===== config.mk =====
export PLATFORM = sky130hd
export DESIGN_NAME = pvmc_regs
export DESIGN_NICKNAME = d
export VERILOG_FILES = /design/src/verilog/pvmc_pkg.sv /design/src/verilog/pvmc_rx_path.sv /design/src/verilog/pvmc_regs.sv
export SDC_FILE = /design/constraint.sdc
export NUM_CORES = 1
export LEC_CHECK = 0
export BUFFER_PORTS_ARGS = -buffer_cell sky130_fd_sc_hd__buf_2
export CAP_MARGIN = 10
export CORE_ASPECT_RATIO = 1.4
export CORE_UTILIZATION = 44
export CTS_CLUSTER_SIZE = 40
export DETAILED_ROUTE_END_ITERATION = 8
export GPL_TIMING_DRIVEN = 0
export PLACE_DENSITY = 0.76
export SLEW_MARGIN = 20
export SYNTH_ARGS = -nofsm -noshare
export SYNTH_HDL_FRONTEND = slang
export SYNTH_SLANG_ARGS = --single-unit

===== constraint.sdc =====
create_clock -name aclk -period 1.7 [get_ports aclk]
set_input_delay 0.17 -clock aclk [delete_from_list [all_inputs] [get_ports aclk]]
set_output_delay 0.17 -clock aclk [all_outputs]
set_load 0.01 [all_outputs]

===== src/verilog/pvmc_pkg.sv =====
package pvmc_pkg;
  localparam int CLK_PERIOD_NS = 10;
  localparam logic [5:0] AUTONEG_EXPANSION_IDX = 6'h06;
  localparam logic [5:0] PHY_VENDOR_CONFIG_IDX = 6'h10;
  localparam logic [15:0] AUTONEG_EXPANSION_RESET = 16'h0000;
  localparam logic [15:0] PHY_VENDOR_CONFIG_RESET = 16'h0140;
  localparam logic [15:0] PHY_VENDOR_CONFIG_WMASK = 16'hdc33;
  localparam int REPEATER_MODE_BIT = 15;
  localparam int IRQ_ACTIVE_LEVEL_BIT = 14;
  localparam int TX_HIGH_IMPEDANCE_BIT = 12;
  localparam int HEARTBEAT_TEST_INHIBIT_BIT = 11;
  localparam int NATURAL_LOOPBACK_BIT = 10;
  localparam int AUTO_POLARITY_DISABLE_BIT = 5;
  localparam int RX_POLARITY_INVERT_BIT = 4;
  localparam int CODING_SUBLAYER_BYPASS_BIT = 1;
  localparam int RX_CLOCK_GATING_BIT = 0;
  localparam logic [1:0] AXI_RESP_OKAY = 2'h0;
  localparam logic [1:0] AXI_RESP_SLVERR = 2'h2;
  localparam int HEARTBEAT_DELAY_NS = 1000;
  localparam int HEARTBEAT_WIDTH_NS = 1000;
  localparam int HEARTBEAT_DELAY_CYCLES = (HEARTBEAT_DELAY_NS + CLK_PERIOD_NS - 1) / CLK_PERIOD_NS;
  localparam int HEARTBEAT_WIDTH_CYCLES = (HEARTBEAT_WIDTH_NS + CLK_PERIOD_NS - 1) / CLK_PERIOD_NS;
  typedef enum logic [1:0] {
    PVMC_SEL_NONE = 2'b00,
    PVMC_SEL_EXP = 2'b01,
    PVMC_SEL_CFG = 2'b10
  } pvmc_sel_e;
  typedef enum logic [1:0] {
    PVMC_HB_IDLE = 2'b00,
    PVMC_HB_WAIT = 2'b01,
    PVMC_HB_PULSE = 2'b10
  } pvmc_hb_e;
endpackage


===== src/verilog/pvmc_rx_path.sv =====
`timescale 1ns/10ps
module pvmc_rx_path
  import pvmc_pkg::*;
(
  input wire logic aclk,
  input wire logic aresetn,
  input wire logic mode_10bt,
  input wire logic natural_loopback,
  input wire logic auto_polarity_disable,
  input wire logic forced_invert,
  input wire logic tx_en,
  input wire logic [3:0] tx_data,
  input wire logic line_rx_dv,
  input wire logic [3:0] line_rx_data,
  input wire logic rx_polarity_reversed,
  output logic rx_dv,
  output logic [3:0] rx_data,
  output logic auto_inverted
);
  typedef struct packed {
    logic rx_dv;
    logic [3:0] rx_data;
    logic auto_inverted;
  } pvmc_rx_s;

  pvmc_rx_s st;
  pvmc_rx_s next_st;
  logic invert;

  always_comb begin
    next_st = st;
    // Detector is only trusted on a 10BASE-T link; otherwise keep last verdict
    if (!auto_polarity_disable && mode_10bt) begin
      next_st.auto_inverted = rx_polarity_reversed;
    end
    invert = auto_polarity_disable ? forced_invert : st.auto_inverted;
    if (natural_loopback && mode_10bt) begin
      next_st.rx_dv = tx_en;
      next_st.rx_data = tx_data;
    end else begin
      next_st.rx_dv = line_rx_dv;
      next_st.rx_data = invert ? ~line_rx_data : line_rx_data;
    end
  end

  always_ff @(posedge aclk) begin
    if (!aresetn) begin
      st <= '0;
    end else begin
      st <= next_st;
    end
  end

  assign rx_dv = st.rx_dv;
  assign rx_data = st.rx_data;
  assign auto_inverted = st.auto_inverted;
endmodule


===== src/verilog/pvmc_regs.sv =====
// Overview of operation
// - Expansion register at index 0x06 reports negotiation and next-page capabilities.
// - Expansion register is read-only, zero after reset, writes ignored.
// - Vendor config at index 0x10 is writable, resets 0x0140, reserved bits fixed.
// - Natural loopback in 10BASE-T returns transmit data onto receive path.
// - Auto-polarity disable stops automatic receive pair inversion in 10BASE-T.
// - Receive polarity bit reports inversion, or forces it when auto-polarity off.
// - Coding bypass acts only in forced 100BASE-TX with negotiation off.
// - Receive clock gating in 100BASE-TX when idle, overridden by basic loopback.
`timescale 1ns/10ps
module pvmc_regs
  import pvmc_pkg::*;
(
  input wire logic aclk,
  input wire logic aresetn,
  input wire logic [7:0] s_axi_awaddr,
  input wire logic [2:0] s_axi_awprot,
  input wire logic s_axi_awvalid,
  output logic s_axi_awready,
  input wire logic [31:0] s_axi_wdata,
  input wire logic [3:0] s_axi_wstrb,
  input wire logic s_axi_wvalid,
  output logic s_axi_wready,
  output logic [1:0] s_axi_bresp,
  output logic s_axi_bvalid,
  input wire logic s_axi_bready,
  input wire logic [7:0] s_axi_araddr,
  input wire logic [2:0] s_axi_arprot,
  input wire logic s_axi_arvalid,
  output logic s_axi_arready,
  output logic [31:0] s_axi_rdata,
  output logic [1:0] s_axi_rresp,
  output logic s_axi_rvalid,
  input wire logic s_axi_rready,
  input wire logic [15:0] expansion_status,
  input wire logic mode_10bt,
  input wire logic mode_100tx,
  input wire logic autoneg_enable,
  input wire logic basic_loopback,
  input wire logic tx_en,
  input wire logic [3:0] tx_data,
  input wire logic line_rx_dv,
  input wire logic [3:0] line_rx_data,
  input wire logic rx_polarity_reversed,
  input wire logic phy_irq_event,
  output logic rx_dv,
  output logic [3:0] rx_data,
  output logic carrier_sense,
  output logic full_duplex_allowed,
  output logic phy_irq,
  output logic tx_pins_hiz,
  output logic heartbeat,
  output logic pcs_bypass_active,
  output logic rx_clk_enable
);
  typedef struct packed {
    logic awready;
    logic wready;
    logic aw_got;
    logic w_got;
    logic [7:0] waddr;
    logic [15:0] wdata;
    logic [1:0] wstrb;
    logic bvalid;
    logic [1:0] bresp;
    logic arready;
    logic rvalid;
    logic [15:0] rdata;
    logic [1:0] rresp;
    logic [15:0] expansion;
    logic [15:0] config_bits;
    logic phy_irq;
    logic tx_pins_hiz;
    logic carrier_sense;
    logic full_duplex_allowed;
    logic pcs_bypass_active;
    logic rx_clk_enable;
    logic tx_en_d;
    pvmc_hb_e hb_state;
    logic [7:0] hb_count;
    logic heartbeat;
  } pvmc_state_s;

  pvmc_state_s st;
  pvmc_state_s next_st;
  logic auto_inverted;
  logic [15:0] config_view;
  logic [15:0] wmask;
  logic [31:0] unused_bits;

  function automatic pvmc_sel_e addr_sel(input logic [7:0] addr);
    pvmc_sel_e sel;
    sel = PVMC_SEL_NONE;
    if (addr[7:2] == AUTONEG_EXPANSION_IDX) begin
      sel = PVMC_SEL_EXP;
    end else if (addr[7:2] == PHY_VENDOR_CONFIG_IDX) begin
      sel = PVMC_SEL_CFG;
    end
    return sel;
  endfunction

  function automatic logic [15:0] merge(input logic [15:0] old_val, input logic [15:0] new_val,
                                        input logic [15:0] mask);
    return (old_val & ~mask) | (new_val & mask);
  endfunction

  // Reserved fields always read the fixed reset pattern
  always_comb begin
    config_view = merge(PHY_VENDOR_CONFIG_RESET, st.config_bits, PHY_VENDOR_CONFIG_WMASK);
    if (!st.config_bits[AUTO_POLARITY_DISABLE_BIT]) begin
      config_view[RX_POLARITY_INVERT_BIT] = auto_inverted;
    end
  end

  always_comb begin
    wmask = PHY_VENDOR_CONFIG_WMASK & {{8{st.wstrb[1]}}, {8{st.wstrb[0]}}};
    // The forced value can be written only while auto-polarity is off
    if (!st.config_bits[AUTO_POLARITY_DISABLE_BIT]) begin
      wmask[RX_POLARITY_INVERT_BIT] = 1'b0;
    end
  end

  always_comb begin
    next_st = st;
    // Write address and data are taken independently, in either order
    if (s_axi_awvalid && st.awready) begin
      next_st.aw_got = 1'b1;
      next_st.awready = 1'b0;
      next_st.waddr = s_axi_awaddr;
    end
    if (s_axi_wvalid && st.wready) begin
      next_st.w_got = 1'b1;
      next_st.wready = 1'b0;
      next_st.wdata = s_axi_wdata[15:0];
      next_st.wstrb = s_axi_wstrb[1:0];
    end
    if (st.aw_got && st.w_got && !st.bvalid) begin
      next_st.bvalid = 1'b1;
      next_st.aw_got = 1'b0;
      next_st.w_got = 1'b0;
      unique case (addr_sel(st.waddr))
        PVMC_SEL_CFG: begin
          next_st.config_bits = merge(st.config_bits, st.wdata, wmask);
          next_st.bresp = AXI_RESP_OKAY;
        end
        PVMC_SEL_EXP: begin
          next_st.bresp = AXI_RESP_OKAY;
        end
        default: begin
          next_st.bresp = AXI_RESP_SLVERR;
        end
      endcase
    end
    if (st.bvalid && s_axi_bready) begin
      next_st.bvalid = 1'b0;
      next_st.awready = 1'b1;
      next_st.wready = 1'b1;
    end
    if (s_axi_arvalid && st.arready) begin
      next_st.arready = 1'b0;
      next_st.rvalid = 1'b1;
      unique case (addr_sel(s_axi_araddr))
        PVMC_SEL_EXP: begin
          next_st.rdata = st.expansion;
          next_st.rresp = AXI_RESP_OKAY;
        end
        PVMC_SEL_CFG: begin
          next_st.rdata = config_view;
          next_st.rresp = AXI_RESP_OKAY;
        end
        default: begin
          next_st.rdata = 16'h0000;
          next_st.rresp = AXI_RESP_SLVERR;
        end
      endcase
    end
    if (st.rvalid && s_axi_rready) begin
      next_st.rvalid = 1'b0;
      next_st.arready = 1'b1;
    end
    // Hardware status only; the bus never writes it
    next_st.expansion = expansion_status;
    if (st.config_bits[IRQ_ACTIVE_LEVEL_BIT]) begin
      next_st.phy_irq = phy_irq_event;
    end else begin
      next_st.phy_irq = ~phy_irq_event;
    end
    next_st.tx_pins_hiz = st.config_bits[TX_HIGH_IMPEDANCE_BIT];
    // A repeater must not see its own transmission as carrier
    if (st.config_bits[REPEATER_MODE_BIT]) begin
      next_st.carrier_sense = line_rx_dv;
      next_st.full_duplex_allowed = 1'b0;
    end else begin
      next_st.carrier_sense = line_rx_dv | tx_en;
      next_st.full_duplex_allowed = 1'b1;
    end
    next_st.pcs_bypass_active = st.config_bits[CODING_SUBLAYER_BYPASS_BIT]
                                & mode_100tx & ~autoneg_enable;
    next_st.rx_clk_enable = ~(st.config_bits[RX_CLOCK_GATING_BIT] & mode_100tx & ~line_rx_dv)
                            | basic_loopback;
    next_st.tx_en_d = tx_en;
    next_st.heartbeat = 1'b0;
    unique case (st.hb_state)
      PVMC_HB_IDLE: begin
        if (st.tx_en_d && !tx_en && mode_10bt && !st.config_bits[HEARTBEAT_TEST_INHIBIT_BIT]) begin
          next_st.hb_state = PVMC_HB_WAIT;
          next_st.hb_count = 8'(HEARTBEAT_DELAY_CYCLES - 1);
        end
      end
      PVMC_HB_WAIT: begin
        if (st.hb_count == 8'h00) begin
          next_st.hb_state = PVMC_HB_PULSE;
          next_st.hb_count = 8'(HEARTBEAT_WIDTH_CYCLES - 1);
          next_st.heartbeat = 1'b1;
        end else begin
          next_st.hb_count = st.hb_count - 8'h01;
        end
      end
      PVMC_HB_PULSE: begin
        if (st.hb_count == 8'h00) begin
          next_st.hb_state = PVMC_HB_IDLE;
        end else begin
          next_st.hb_count = st.hb_count - 8'h01;
          next_st.heartbeat = 1'b1;
        end
      end
      default: begin
        next_st.hb_state = PVMC_HB_IDLE;
      end
    endcase
  end

  always_ff @(posedge aclk) begin
    if (!aresetn) begin
      st <= '0;
      st.awready <= 1'b1;
      st.wready <= 1'b1;
      st.arready <= 1'b1;
      st.expansion <= AUTONEG_EXPANSION_RESET;
      st.config_bits <= PHY_VENDOR_CONFIG_RESET;
      // Reset level selects active low, so the idle pin sits high
      st.phy_irq <= 1'b1;
      st.full_duplex_allowed <= 1'b1;
      st.rx_clk_enable <= 1'b1;
      st.hb_state <= PVMC_HB_IDLE;
    end else begin
      st <= next_st;
    end
  end

  pvmc_rx_path u_rx_path (
    .aclk(aclk),
    .aresetn(aresetn),
    .mode_10bt(mode_10bt),
    .natural_loopback(st.config_bits[NATURAL_LOOPBACK_BIT]),
    .auto_polarity_disable(st.config_bits[AUTO_POLARITY_DISABLE_BIT]),
    .forced_invert(st.config_bits[RX_POLARITY_INVERT_BIT]),
    .tx_en(tx_en),
    .tx_data(tx_data),
    .line_rx_dv(line_rx_dv),
    .line_rx_data(line_rx_data),
    .rx_polarity_reversed(rx_polarity_reversed),
    .rx_dv(rx_dv),
    .rx_data(rx_data),
    .auto_inverted(auto_inverted)
  );

  // Protection bits and upper data lanes carry no meaning here
  assign unused_bits = {s_axi_wdata[31:16], s_axi_wstrb[3:2], s_axi_awprot, s_axi_arprot,
                        8'h00};

  assign s_axi_awready = st.awready;
  assign s_axi_wready = st.wready;
  assign s_axi_bvalid = st.bvalid;
  assign s_axi_bresp = st.bresp;
  assign s_axi_arready = st.arready;
  assign s_axi_rvalid = st.rvalid;
  assign s_axi_rdata = {16'h0000, st.rdata};
  assign s_axi_rresp = st.rresp;
  assign carrier_sense = st.carrier_sense;
  assign full_duplex_allowed = st.full_duplex_allowed;
  assign phy_irq = st.phy_irq;
  assign tx_pins_hiz = st.tx_pins_hiz;
  assign heartbeat = st.heartbeat;
  assign pcs_bypass_active = st.pcs_bypass_active;
  assign rx_clk_enable = st.rx_clk_enable;
endmodule


==> results of run 1 <==
worst paths after layout:
check | slack, ns | end | cells after the start | startpoint
hold / removal | 0.03 | st[37] | 2 | expansion_status[3]
setup reg to reg | 0.09 | st[4] | 6 | st[9]
setup / recovery | 0.09 | st[4] | 6 | st[9]
hold reg to reg | 0.45 | s_axi_rdata[7] | 2 | s_axi_rdata[7]
state kept, by name (all words and copies together), names as in the netlist, named ones only:
name	count
st	46
s_axi_rdata	16
u_rx_path.rx_data	4
carrier_sense	1
full_duplex_allowed	1
heartbeat	1
pcs_bypass_active	1
phy_irq	1
rx_clk_enable	1
s_axi_arready	1
s_axi_awready	1
s_axi_bresp	1
s_axi_bvalid	1
s_axi_rresp	1
s_axi_rvalid	1
s_axi_wready	1
tx_pins_hiz	1
u_rx_path.auto_inverted	1
u_rx_path.rx_dv	1
cell families (layout without fill, tap and decap cells):
| group | count (synthesis) | count (layout) |
|---|---|---|
| other | 1 | 18 |
| DFF | 91 | 91 |
| muxes | 11 | 11 |
| and+or+nand+nor | 156 | 156 |
| AOI/OAI and AO/OA | 94 | 94 |
| adders and majority gates | 5 | 5 |
| buffers and inverters | 68 | 187 |
| xor gates and xnor gates | 5 | 5 |
synth_stat cells, types with 2 or more instances:
library cell / instances
sky130_fd_sc_hd__o211a_1: 2
sky130_fd_sc_hd__inv_1: 10
sky130_fd_sc_hd__a21oi_1: 47
sky130_fd_sc_hd__nand3_1: 20
sky130_fd_sc_hd__nor3_1: 12
sky130_fd_sc_hd__dfxtp_1: 91
sky130_fd_sc_hd__nand4_1: 2
sky130_fd_sc_hd__o2bb2ai_1: 2
sky130_fd_sc_hd__o21a_1: 2
sky130_fd_sc_hd__nand3b_1: 2
sky130_fd_sc_hd__o21ai_0: 11
sky130_fd_sc_hd__a221oi_1: 9
sky130_fd_sc_hd__nand2_1: 51
sky130_fd_sc_hd__nor2_1: 27
sky130_fd_sc_hd__a211oi_1: 3
sky130_fd_sc_hd__ha_1: 5
sky130_fd_sc_hd__mux2i_1: 10
sky130_fd_sc_hd__a211oi_2: 3
sky130_fd_sc_hd__or3_2: 2
sky130_fd_sc_hd__clkbuf_1: 16
sky130_fd_sc_hd__xnor2_1: 4
sky130_fd_sc_hd__nand2b_1: 2
sky130_fd_sc_hd__buf_4: 38
sky130_fd_sc_hd__and2_1: 21
through the flow:
| step | hold WS [ns] | utilization | worst slack, ns | power [W] | area (sq um) |
|---|---|---|---|---|---|
| 6_report | 0.0345 | 0.585 | 0.0881 | 0.00583 | 5040 |
| 5_1_grt | 0.0390 | 0.585 | -0.0385 | 0.00608 | 5040 |
| 4_1_cts | 0.0272 | 0.570 | 0.00657 | 0.00556 | 4910 |
| 3_3_place_gp | 0.376 | 0.532 | -0.197 | 0.00357 | 4580 |
| 2_1_floorplan | 0.257 | - | 0.0795 | 0.00326 | 3970 |
| 3_5_place_dp | 0.381 | 0.532 | -0.318 | 0.00361 | 4580 |
critical path, stage by stage (launching register included):
cell	delay, ns
sky130_fd_sc_hd__dfxtp_1	0.38
sky130_fd_sc_hd__inv_1	0.12
sky130_fd_sc_hd__ha_4	0.30
sky130_fd_sc_hd__o21ai_1	0.12
sky130_fd_sc_hd__a21oi_4	0.20
sky130_fd_sc_hd__nand3_2	0.13
sky130_fd_sc_hd__o32ai_1	0.27
power breakdown:
part | switching, W | total [W] | internal, W
Combinational | 0.000808 | 0.00156 | 0.000751
Sequential | 0.000133 | 0.00242 | 0.00229
Clock | 0.000793 | 0.00185 | 0.00106
Total | 0.00173 | 0.00583 | 0.00410
cell type report:
type                    instances  area, sq um  area share
flip-flops and latches         91         1830       0.363
plain buffers                  57          367      0.0728
well taps                     105          131      0.0261
multi-input cells             289         1840       0.365
repair buffers                105          554       0.110
inverters                      11         41.3     0.00820
clock buffers                  11          253      0.0502
clock inverters                 3         22.5     0.00447
routing by layer:
metal,share of wire,global-route usage
met1,0.41,0.271
met2,0.50,0.372
met3,0.072,0.0272
met4,0.022,0.116
met5,0,0
repair_timing:
| item | 4_1_cts | 5_1_grt |
|---|---|---|
| gates cloned | 0 | 0 |
| endpoints found under the setup margin | 11 | 20 |
| buffers inserted | 1 | 9 |
| gates resized for setup | 11 | 22 |
| pin swaps | 1 | 4 |
==> results.md, run 1 <==
Outcome:
- The run finished with clean final reports.

Synth:
- For this run, the leading register cell type out of synthesis is sky130_fd_sc_hd__dfxtp_1.
- The post-synthesis xor/xnor area fraction is 0.0112.
- The proportion of synthesized area in mux cells is 0.0285.
- The combinational family with the most area after synthesis is simple AND/OR/NAND/NOR gates.
- Ranked by total cell area, the synthesized netlist is headed by sky130_fd_sc_hd__dfxtp_1, sky130_fd_sc_hd__buf_4, sky130_fd_sc_hd__a21oi_1.
- In this run, distinct cell masters in the synthesized netlist total 63.
- The cell count after synthesis is 431.
- The synthesized design contains 91 register bits.
- The largest area contributor in the synthesized netlist is sky130_fd_sc_hd__dfxtp_1.
- The basic-gate share of the synthesized area counting and, or, nand and nor cells is 0.213.
- Of the total synthesized cell area, the portion taken by full adders, half adders and majority gates is 0.0160.
- The warning count from the yosys run is 0.
- Of the post-synthesis cell area, the dominant cell type holds 0.466.
- The share of the Yosys chip area taken by registers is 0.466.
- The cell area after synthesis is a little under 4000 sq um.
- The async set-reset flop share out of synthesis is 0.
- The synthesized area divided by synthesized cell count is 9.06 sq um.
- The area fraction in compound gates after synthesis is 0.160.
- The number of synthesized flops with an enable pin is 0.

Critical path:
- STA classifies the critical path endpoint as a flop.
- STA classifies the critical path startpoint as a flop.
- The endpoint required time on the critical path is ~2.0 ns.
- The type of the setup path with the least slack is reg -> reg.
- In this run the worst path has a maximum fanout of 4.
- The data arrival time of the critical path is 1.86 ns.

Timing:
- The post-route setup TNS is 0 ns.
- Setup repair after global routing could not meet its margin everywhere.
- The final max-slew violation count is 0.
- For this run, the top clock speed supported by timing is 620 MHz.
- For the pin with the worst max-slew slack, the measured transition is 0.671 ns.
- The share of the clock period used by the worst path after layout is 0.948.
- The number of endpoints failing setup at the final stage is 0.
- The final worst clock skew is ~0.0056 ns.
- The final number of hold-violating endpoints is 0.
- The routed design could run at a clock period as short as between 1.5 and 2 ns.
- The worst relative slew slack is 0.552.

Placement:
- Buffers placed on the I/O ports in this run total 95.
- The congestion estimate from routability-driven global placement came to 0.855.
- The instance count after placement with tap cells included is 648.
- The HPWL after detailed placement is 7040 um.

Global routing:
- The total congestion overflow after global routing is 0.
- The number of global-route vias before repair is 3206.
- Entering global routing, the biggest net connects 15 pins.
- The initial antenna violation count came to 0.
- The global routing usage summed across all routing layers is 0.221.
- The first-pass GRT wire length is approximately 15000 um.

Floorplan:
- The initial core utilization is 0.454.
- From bottom edge to top edge, the die measures 113 um.
- The die is 81.6 um wide.
- The floorplan die area is 9260 sq um.
- The initialized floorplan defines 40 standard-cell rows.
- In this run the count of I/O pins placed on the die edge is 150.
- The core region is around 8600 sq um.

Detailed routing:
- The detail route stage leaves a number of antenna-violating nets equal to 0.
- Wires add up to 9730 um.
- For this block, the via count after detailed routing is 3478.
- The number of iterations in the first detailed-routing pass is 4.
- The routed wire length per instance is 14.5 um.
- After detailed routing, the number of remaining DRC violations is 0.
- For this block, the initial DRC count from the detailed router was about 260.
- After detailed routing, the number of vias per cell comes to 5.18.

Finish:
- The layout overhead on the synthesized area is 29.0%.
- At the end of the flow, the number of nets in the layout was between 600 and 700.
- The filler cell count in the final layout is roughly 800.
- The count of cells in the finished layout, fillers not included, comes to around 670.
- The total inserted antenna cells is 0.
- Of the cells placed in the final design, the portion with a size suffix greater than 1 is 0.351.
- In the layout the commonest cells are sky130_fd_sc_hd__buf_2, sky130_fd_sc_hd__dfxtp_1, sky130_fd_sc_hd__nand2_1, sky130_fd_sc_hd__buf_4, sky130_fd_sc_hd__a21oi_1.
- The most common cell after layout, fill and taps aside is sky130_fd_sc_hd__buf_2.

Worst hold path:
- In this run the worst hold path is classified as in -> reg.

Clocking:
- The cell sitting at the root of the clock tree is a sky130_fd_sc_hd__clkbuf_16.
- The clock-pin slew reported for the worst setup and hold paths after clock tree synthesis is 0.06 ns.
- The CTS tree is done.
- The number of buffers added by the clock tree synthesis step is 9.
- The clock tree synthesis step divided the H-tree into 3 levels.
- The maximum clock insertion buffer count is 2.
- The clock net sink count is a little over 90.
- For the worst-skew pair, the clock arrives at the later sink with an insertion delay of 0.34 ns.
- For this design, the CTS-stage hold fixing added 0 buffers.

Power and ir drop:
- The standby leakage power is 2.27 nW.
- Dividing total power by cell area gives a power density of 1160 nW/um^2.
- Across the VDD grid, the largest voltage drop is 0.595 mV.

Job:
- Max-cap violations in this run came to 0.
(Power assumes the default switching activity.)
==> inputs of run 2 (changes only) <==
--- a/config.mk
+++ b/config.mk
@@ -8,11 +8,11 @@
 export BUFFER_PORTS_ARGS = -buffer_cell sky130_fd_sc_hd__buf_2
 export CAP_MARGIN = 10
 export CORE_ASPECT_RATIO = 1.4
-export CORE_UTILIZATION = 44
+export CORE_UTILIZATION = 53
 export CTS_CLUSTER_SIZE = 40
 export DETAILED_ROUTE_END_ITERATION = 8
 export GPL_TIMING_DRIVEN = 0
-export PLACE_DENSITY = 0.76
+export PLACE_DENSITY = 0.86
 export SLEW_MARGIN = 20
 export SYNTH_ARGS = -nofsm -noshare
 export SYNTH_HDL_FRONTEND = slang
==> constraint.sdc (replaced) <==
create_clock -name aclk -period 2 [get_ports aclk]
set_input_delay 0.2 -clock aclk [delete_from_list [all_inputs] [get_ports aclk]]
set_output_delay 0.2 -clock aclk [all_outputs]
set_load 0.01 [all_outputs]
==> results.md, run 2 (same netlist as run 1, synthesis figures left out) <==
Outcome:
- Run status: completed (unchanged).

Clocking:
- The clock net sink count is 91 (unchanged).
- The cell at the root of the clock tree is sky130_fd_sc_hd__clkbuf_8 (was sky130_fd_sc_hd__clkbuf_16).
- The clock latency reported for the late side of the worst-skew pair is 0.35 ns (was 0.34 ns).
- The maximum clock insertion buffer count came to 2 (unchanged).
- The hold buffer count at cts is 0 (unchanged).
- The CTS tree is done (unchanged).
- The number of buffers added by the clock tree synthesis step is 9 (unchanged).
- The clock-pin slew reported for the worst setup and hold paths after clock tree synthesis came to 0.09 ns (was 0.06 ns).
- The maximum level of the CTS H-tree was 3 (unchanged).

Floorplan:
- The placeable core area was 7030 sq um (was 8610 sq um).
- The floorplan die height is 104 um (was 113 um).
- The row count came to 36 (was 40).
- The initial core utilization is 0.556 (was 0.454).
- The count of pins on the block boundary came to 150 (unchanged).
- The floorplan die area was 7720 sq um (was 9260 sq um).
- The die width is 74.6 um (was 81.6 um).

Placement:
- The number of input and output port buffers inserted is 95 (unchanged).
- The global placer's final weighted congestion is 0.898 (was 0.855).
- The instance count after placement with tap cells included is 638 (was 648).
- The HPWL after detailed placement was 6930 um (was 7040 um).

Detailed routing:
- The count of routing violations after the opening detailed-route iteration is 295 (was 257).
- The number of routed nets with antenna violations was 0 (unchanged).
- The post-detailed-route DRC marker count came to 0 (unchanged).
- The vias after detailed routing is 3435 (was 3478).
- The routed wire length per instance is 13.9 um (was 14.5 um).
- The average vias per placed instance is 5.25 (was 5.18).
- The total routed wirelength is 9110 um (was 9730 um).
- The number of iterations in the first detailed-routing pass is 4 (unchanged).

Global routing:
- The initial antenna violation count came to 0 (unchanged).
- The first-pass GRT wire length is 14800 um (was 15400 um).
- The total congestion overflow after global routing is 0 (unchanged).
- The global routing usage summed across all routing layers is 0.251 (was 0.221).
- The number of global-route vias before repair is 3194 (was 3206).
- The maximum number of pins on one net before global-route repair is 17 (was 15).

Critical path:
- The endpoint required time on the critical path is 2.27 ns (was 1.95 ns).
- The peak fanout along the critical path is 8 (was 4).
- The type of the setup path with the least slack is reg -> reg (unchanged).
- The category of the worst setup path capture point is a flop (unchanged).
- The kind of start point of the critical path is a flop (unchanged).
- The data arrival time of the critical path was 2.10 ns (was 1.86 ns).

Finish:
- The flip-flop count of the largest register after layout is 46 (unchanged).
- The layout overhead on the synthesized area was 22.3% (was 29.0%).
- The largest register by flop count is st (unchanged).
- The total inserted antenna cells was 0 (unchanged).
- The proportion of layout cells with a drive suffix above 1 is 0.304 (was 0.351).
- The count of nets after finishing is 656 (was 666).
- The final non-filler cell total is 654 (was 672).
- The most common cell after layout, fill and taps aside is sky130_fd_sc_hd__buf_2 (unchanged).
- Highest-count cells in the layout ignoring fill and taps: sky130_fd_sc_hd__buf_2, sky130_fd_sc_hd__dfxtp_1, sky130_fd_sc_hd__nand2_1, sky130_fd_sc_hd__a21oi_1, sky130_fd_sc_hd__buf_4 (was sky130_fd_sc_hd__buf_2, sky130_fd_sc_hd__dfxtp_1, sky130_fd_sc_hd__nand2_1, sky130_fd_sc_hd__buf_4, sky130_fd_sc_hd__a21oi_1).

Power and ir drop:
- The post-layout total power is 0.00430 W (was 0.00583 W).
- The worst supply voltage drop on vdd is 0.616 mV (was 0.595 mV).
- The ratio of total power to cell area is 901 nW/um^2 (was 1160 nW/um^2).
- The standby leakage power is 2.18 nW (was 2.27 nW).

Job:
- The max-capacitance violation count is 0 (unchanged).

Timing:
- Setup repair after global routing missed its margin: no (was yes).
- The final number of hold-violating endpoints is 0 (unchanged).
- The achievable clock frequency is 546 MHz (was 620 MHz).
- The final max-slew violation count came to 0 (unchanged).
- The post-route setup TNS came to 0 ns (unchanged).
- The worst relative slew slack is 0.476 (was 0.552).
- The final worst clock skew is 0.00882 ns (was 0.00562 ns).
- The transition at the pin with the smallest max-transition slack is 0.763 ns (was 0.671 ns).
- The number of endpoints failing setup at the final stage was 0 (unchanged).
- The post-layout minimum cycle time is 1.83 ns (was 1.61 ns).
- The share of the clock period used by the worst path after layout came to 0.915 (was 0.948).

Worst hold path:
- The type of the tightest min-delay check is in -> reg (unchanged).
-- run 2: cell types whose count changed in the layout (fill, tap and decap cells not counted), sizes merged --
cell / delta
clkinv: -1
bufinv: +1
clkinvlp: +1
clkbuf: -1
buf: -10
inv: +2
-- run 2: final cells by class --
cell class | instances | area, sq um
buffer | 57 | 365
clock buffer | 10 | 128
clock inverter | 6 | 71.3
fill | 581 | 2250
inverter | 11 | 41.3
multi-input combinational | 289 | 1750
sequential | 91 | 1820
tap | 95 | 119
timing repair buffer | 95 | 475
-- run 2: power breakdown --
| group | switching (W) | internal [W] | leakage, nW |
|---|---|---|---|
| Clock | 0.000652 | 0.000593 | 0.0992 |
| Combinational | 0.000568 | 0.000448 | 1.33 |
| Sequential | 0.000104 | 0.00194 | 0.748 |
-- run 2: path summary, 6_finish.rpt --
check / from / endpoint / slack (ns) / cells past startpoint
setup / recovery: st[1] / st[6] / 0.17 / 6
hold / removal: expansion_status[13] / st[47] / 0.04 / 2
setup reg to reg: st[1] / st[6] / 0.17 / 6
hold reg to reg: flop / full_duplex_allowed / 0.45 / 1
-- run 2: routing by layer --
| metal | vias up | track usage | routed length, um |
|---|---|---|---|
| li1 | 1689 | - | - |
| met1 | 1599 | 0.300 | 3640 |
| met2 | 133 | 0.427 | 4760 |
| met3 | 14 | 0.0438 | 507 |
| met4 | 0 | 0.109 | 199 |
| met5 | - | 0 | 0 |
-- run 2: timing repair --
| action | CTS | global route |
|---|---|---|
| endpoints found under the setup margin | 0 | 9 |
| hold endpoints to repair | 0 | 0 |
| resized for setup | 0 | 3 |
| buffers inserted | 0 | 0 |
-- run 2: worst max-delay path, cell delays in order (launching register included) --
cell,delay [ns]
sky130_fd_sc_hd__dfxtp_1,0.36
sky130_fd_sc_hd__inv_1,0.07
sky130_fd_sc_hd__ha_2,0.26
sky130_fd_sc_hd__nor3b_4,0.40
sky130_fd_sc_hd__nand3_2,0.19
sky130_fd_sc_hd__and3_4,0.26
sky130_fd_sc_hd__a211oi_2,0.20
-- run 2: through the flow --
step	area, sq um	hold slack, ns	setup WS (ns)	util
after global routing	4780	0.0207	0.0704	0.680
final	4780	0.0383	0.170	0.680
after CTS	4760	0.0287	0.0502	0.678
after detailed placement	4560	0.409	0.0860	0.650
after floorplan	3970	0.287	0.380	-
after global placement	4560	0.407	0.139	0.650
==> inputs of run 3 (changes only) <==
--- a/config.mk
+++ b/config.mk
@@ -7,7 +7,7 @@
 export LEC_CHECK = 0
 export BUFFER_PORTS_ARGS = -buffer_cell sky130_fd_sc_hd__buf_2
 export CAP_MARGIN = 10
-export CORE_ASPECT_RATIO = 1.4
+export CORE_ASPECT_RATIO = 0.5
 export CORE_UTILIZATION = 53
 export CTS_CLUSTER_SIZE = 40
 export DETAILED_ROUTE_END_ITERATION = 8
==> results.md, run 3 (same netlist as run 1, synthesis figures left out) <==
Critical path:
- The kind of start point of the critical path is a flop (unchanged).
- The type of the setup path with the least slack is reg -> reg (unchanged).
- The category of the worst setup path capture point is a flop (unchanged).
- The path depth of the worst reg2reg path came to 6 (unchanged).
- The data arrival time of the critical path is 2.15 ns (was 2.10 ns).
- The peak fanout along the critical path is 8 (unchanged).
- The startpoint of the worst register-to-register path is st[1] (unchanged).
- The endpoint required time on the critical path is 2.25 ns (was 2.27 ns).
- The internal reg-to-reg setup slack is 0.10 ns (was 0.17 ns).
- The reg-to-reg endpoint is st[6] (unchanged).

Power and ir drop:
- The part of the power in combinational logic came to 0.208 (was 0.236).
- The share of power burned in the clock network is 0.373 (was 0.289).
- The portion of total power attributed to sequential cells came to 0.419 (was 0.475).
- The switching share of power is 0.279 (was 0.307).
- The cell-internal power was 0.00352 W (was 0.00298 W).
- The net switching power of the design was 0.00136 W (was 0.00132 W).
- The ratio of total power to cell area was 997 nW/um^2 (was 901 nW/um^2).
- The standby leakage power was 2.24 nW (was 2.18 nW).
- The worst supply voltage drop on vdd is 0.532 mV (was 0.616 mV).
- The post-layout total power is 0.00488 W (was 0.00430 W).

Global routing:
- The number of global-route vias before repair came to 3144 (was 3194).
- The most used routing layer is met2 (unchanged).
- The met1 routing resource usage after global routing is 0.321 (was 0.300).
- The global routing usage summed across all routing layers came to 0.253 (was 0.251).
- The total congestion overflow after global routing is 0 (unchanged).
- The first-pass GRT wire length was 14900 um (was 14800 um).
- The initial antenna violation count is 0 (unchanged).
- The fraction of met3 tracks used by global routing was 0.0648 (was 0.0438).
- The met2 capacity usage during global routing came to 0.422 (was 0.427).
- The maximum number of pins on one net before global-route repair is 16 (was 17).

Floorplan:
- The floorplan die height is 62.7 um (was 104 um).
- The die width is 123 um (was 74.6 um).
- The row count came to 21 (was 36).
- The placeable core area was 6910 sq um (was 7030 sq um).
- The initial core utilization is 0.565 (was 0.556).
- The floorplan die area was 7740 sq um (was 7720 sq um).
- The count of pins on the block boundary is 150 (unchanged).

Placement:
- The placed instance area was 4560 sq um (about the same).
- The worst-case setup slack after placement came to 0.00817 ns (was 0.0860 ns).
- The number of input and output port buffers inserted was 95 (unchanged).
- The global placer's final weighted congestion is 0.864 (was 0.898).
- The HPWL after detailed placement is 6500 um (was 6930 um).

Outcome:
- Run status: completed (unchanged).

Worst hold path:
- The hold path startpoint is expansion_status[7] (was expansion_status[13]).
- The worst min-delay path endpoint is st[41] (was st[47]).
- The worst hold path stage count is 2 (unchanged).
- The type of the tightest min-delay check is in -> reg (unchanged).

Finish:
- The most common cell after layout, fill and taps aside is sky130_fd_sc_hd__buf_2 (unchanged).
- Highest-count cells in the layout ignoring fill and taps: sky130_fd_sc_hd__buf_2, sky130_fd_sc_hd__dfxtp_1, sky130_fd_sc_hd__nand2_1, sky130_fd_sc_hd__a21oi_1, sky130_fd_sc_hd__buf_4 (unchanged).
- The flip-flop count of the largest register after layout is 46 (unchanged).
- The layout overhead on the synthesized area came to 25.4% (was 22.3%).
- The count of nets after finishing is 656 (unchanged).
- The post-route standard cell area excluding fillers was 4900 sq um (was 4780 sq um).
- The proportion of layout cells with a drive suffix above 1 is 0.302 (was 0.304).
- The largest register by flop count is st (unchanged).
- The total inserted antenna cells is 0 (unchanged).

Clocking:
- The maximum level of the CTS H-tree was 3 (unchanged).
- The CTS tree was done (unchanged).
- The maximum clock insertion buffer count is 2 (unchanged).
- The clock-pin slew reported for the worst setup and hold paths after clock tree synthesis came to 0.06 ns (was 0.09 ns).
- The clock latency reported for the late side of the worst-skew pair was 0.34 ns (was 0.35 ns).
- The clock net sink count came to 91 (unchanged).
- The number of buffers added by the clock tree synthesis step is 9 (unchanged).
- The number of post-CTS setup repair buffers is 0 (unchanged).
- The cell at the root of the clock tree was sky130_fd_sc_hd__clkbuf_16 (was sky130_fd_sc_hd__clkbuf_8).

Timing:
- The post-layout minimum cycle time is 1.90 ns (was 1.83 ns).
- The final max-slew violation count came to 0 (unchanged).
- The final worst clock skew is 0.00471 ns (was 0.00882 ns).
- The final worst slack is 0.101 ns (was 0.170 ns).
- The achievable clock frequency came to 527 MHz (was 546 MHz).
- The final number of hold-violating endpoints is 0 (unchanged).
- The share of the clock period used by the worst path after layout is 0.950 (was 0.915).
- The post-route setup TNS is 0 ns (unchanged).
- The number of endpoints failing setup at the final stage came to 0 (unchanged).
- The worst hold slack across all endpoints came to 0.0649 ns (was 0.0383 ns).
- Setup repair after global routing missed its margin: no (unchanged).
- The transition at the pin with the smallest max-transition slack is 0.690 ns (was 0.763 ns).
- The worst relative slew slack is 0.540 (was 0.476).

Detailed routing:
- The number of iterations in the first detailed-routing pass is 5 (was 4).
- The total routed wirelength is 9250 um (was 9110 um).
- The post-detailed-route DRC marker count is 0 (unchanged).
- The vias after detailed routing is 3467 (was 3435).
- The routed wire length per instance is 14.2 um (was 13.9 um).
- The count of routing violations after the opening detailed-route iteration is 247 (was 295).
- The average vias per placed instance is 5.33 (was 5.25).
- The number of routed nets with antenna violations came to 0 (unchanged).

Job:
- The max-capacitance violation count is 0 (unchanged).
-- run 3: critical path, cell delays in order, from the launching register on --
cell	delay [ns]
sky130_fd_sc_hd__dfxtp_1	0.35
sky130_fd_sc_hd__inv_1	0.08
sky130_fd_sc_hd__ha_1	0.29
sky130_fd_sc_hd__nor3b_4	0.45
sky130_fd_sc_hd__nand3_2	0.19
sky130_fd_sc_hd__and3_4	0.26
sky130_fd_sc_hd__a211oi_2	0.20
-- run 3: power groups by stage --
stage	clock [W]	combinational (W)	sequential, W
after CTS	0.00183	0.000984	0.00204
after global routing	0.00195	0.00111	0.00206
after floorplan	0	0.000710	0.00206
final	0.00182	0.00101	0.00205
after global placement	0	0.000950	0.00207
after detailed placement	0	0.000974	0.00208
-- run 3: stage by stage --
stage | util | instances
global placement | 0.660 | 635
CTS | 0.707 | 651
floorplan | - | 448
finish | 0.709 | 651
global route | 0.709 | 651
detailed placement | 0.660 | 635
-- run 3: per-layer routing --
layer / wire [um] / share of wire
met1: 3930 / 0.42
met2: 4580 / 0.50
met3: 594 / 0.064
met4: 144 / 0.016
met5: 0 / 0
-- run 3: cell type report --
type / instances / area (sq um)
Fill cell: 537 / 2010
Sequential cell: 91 / 1820
Multi-Input combinational cell: 289 / 1750
Timing Repair Buffer: 95 / 475
Buffer: 57 / 365
Clock buffer: 11 / 243
Tap cell: 92 / 115
Clock inverter: 5 / 85.1
Inverter: 11 / 41.3
-- run 3: worst max-delay path by stage --
stage	cells after the start	start	to	slack, ns
floorplan	6	st[1]	st[6]	0.38
global placement	6	st[1]	st[2]	0.06
detailed placement	6	st[1]	st[2]	0.008
CTS	6	st[1]	st[1]	0.02
global route	6	st[1]	st[6]	0.01
finish	6	st[1]	st[6]	0.10
-- run 3: repair_timing --
| item | in CTS | in global routing |
|---|---|---|
| resized for setup | 0 | 3 |
| hold buffers | 0 | 0 |
| endpoints found under the setup margin | 0 | 9 |
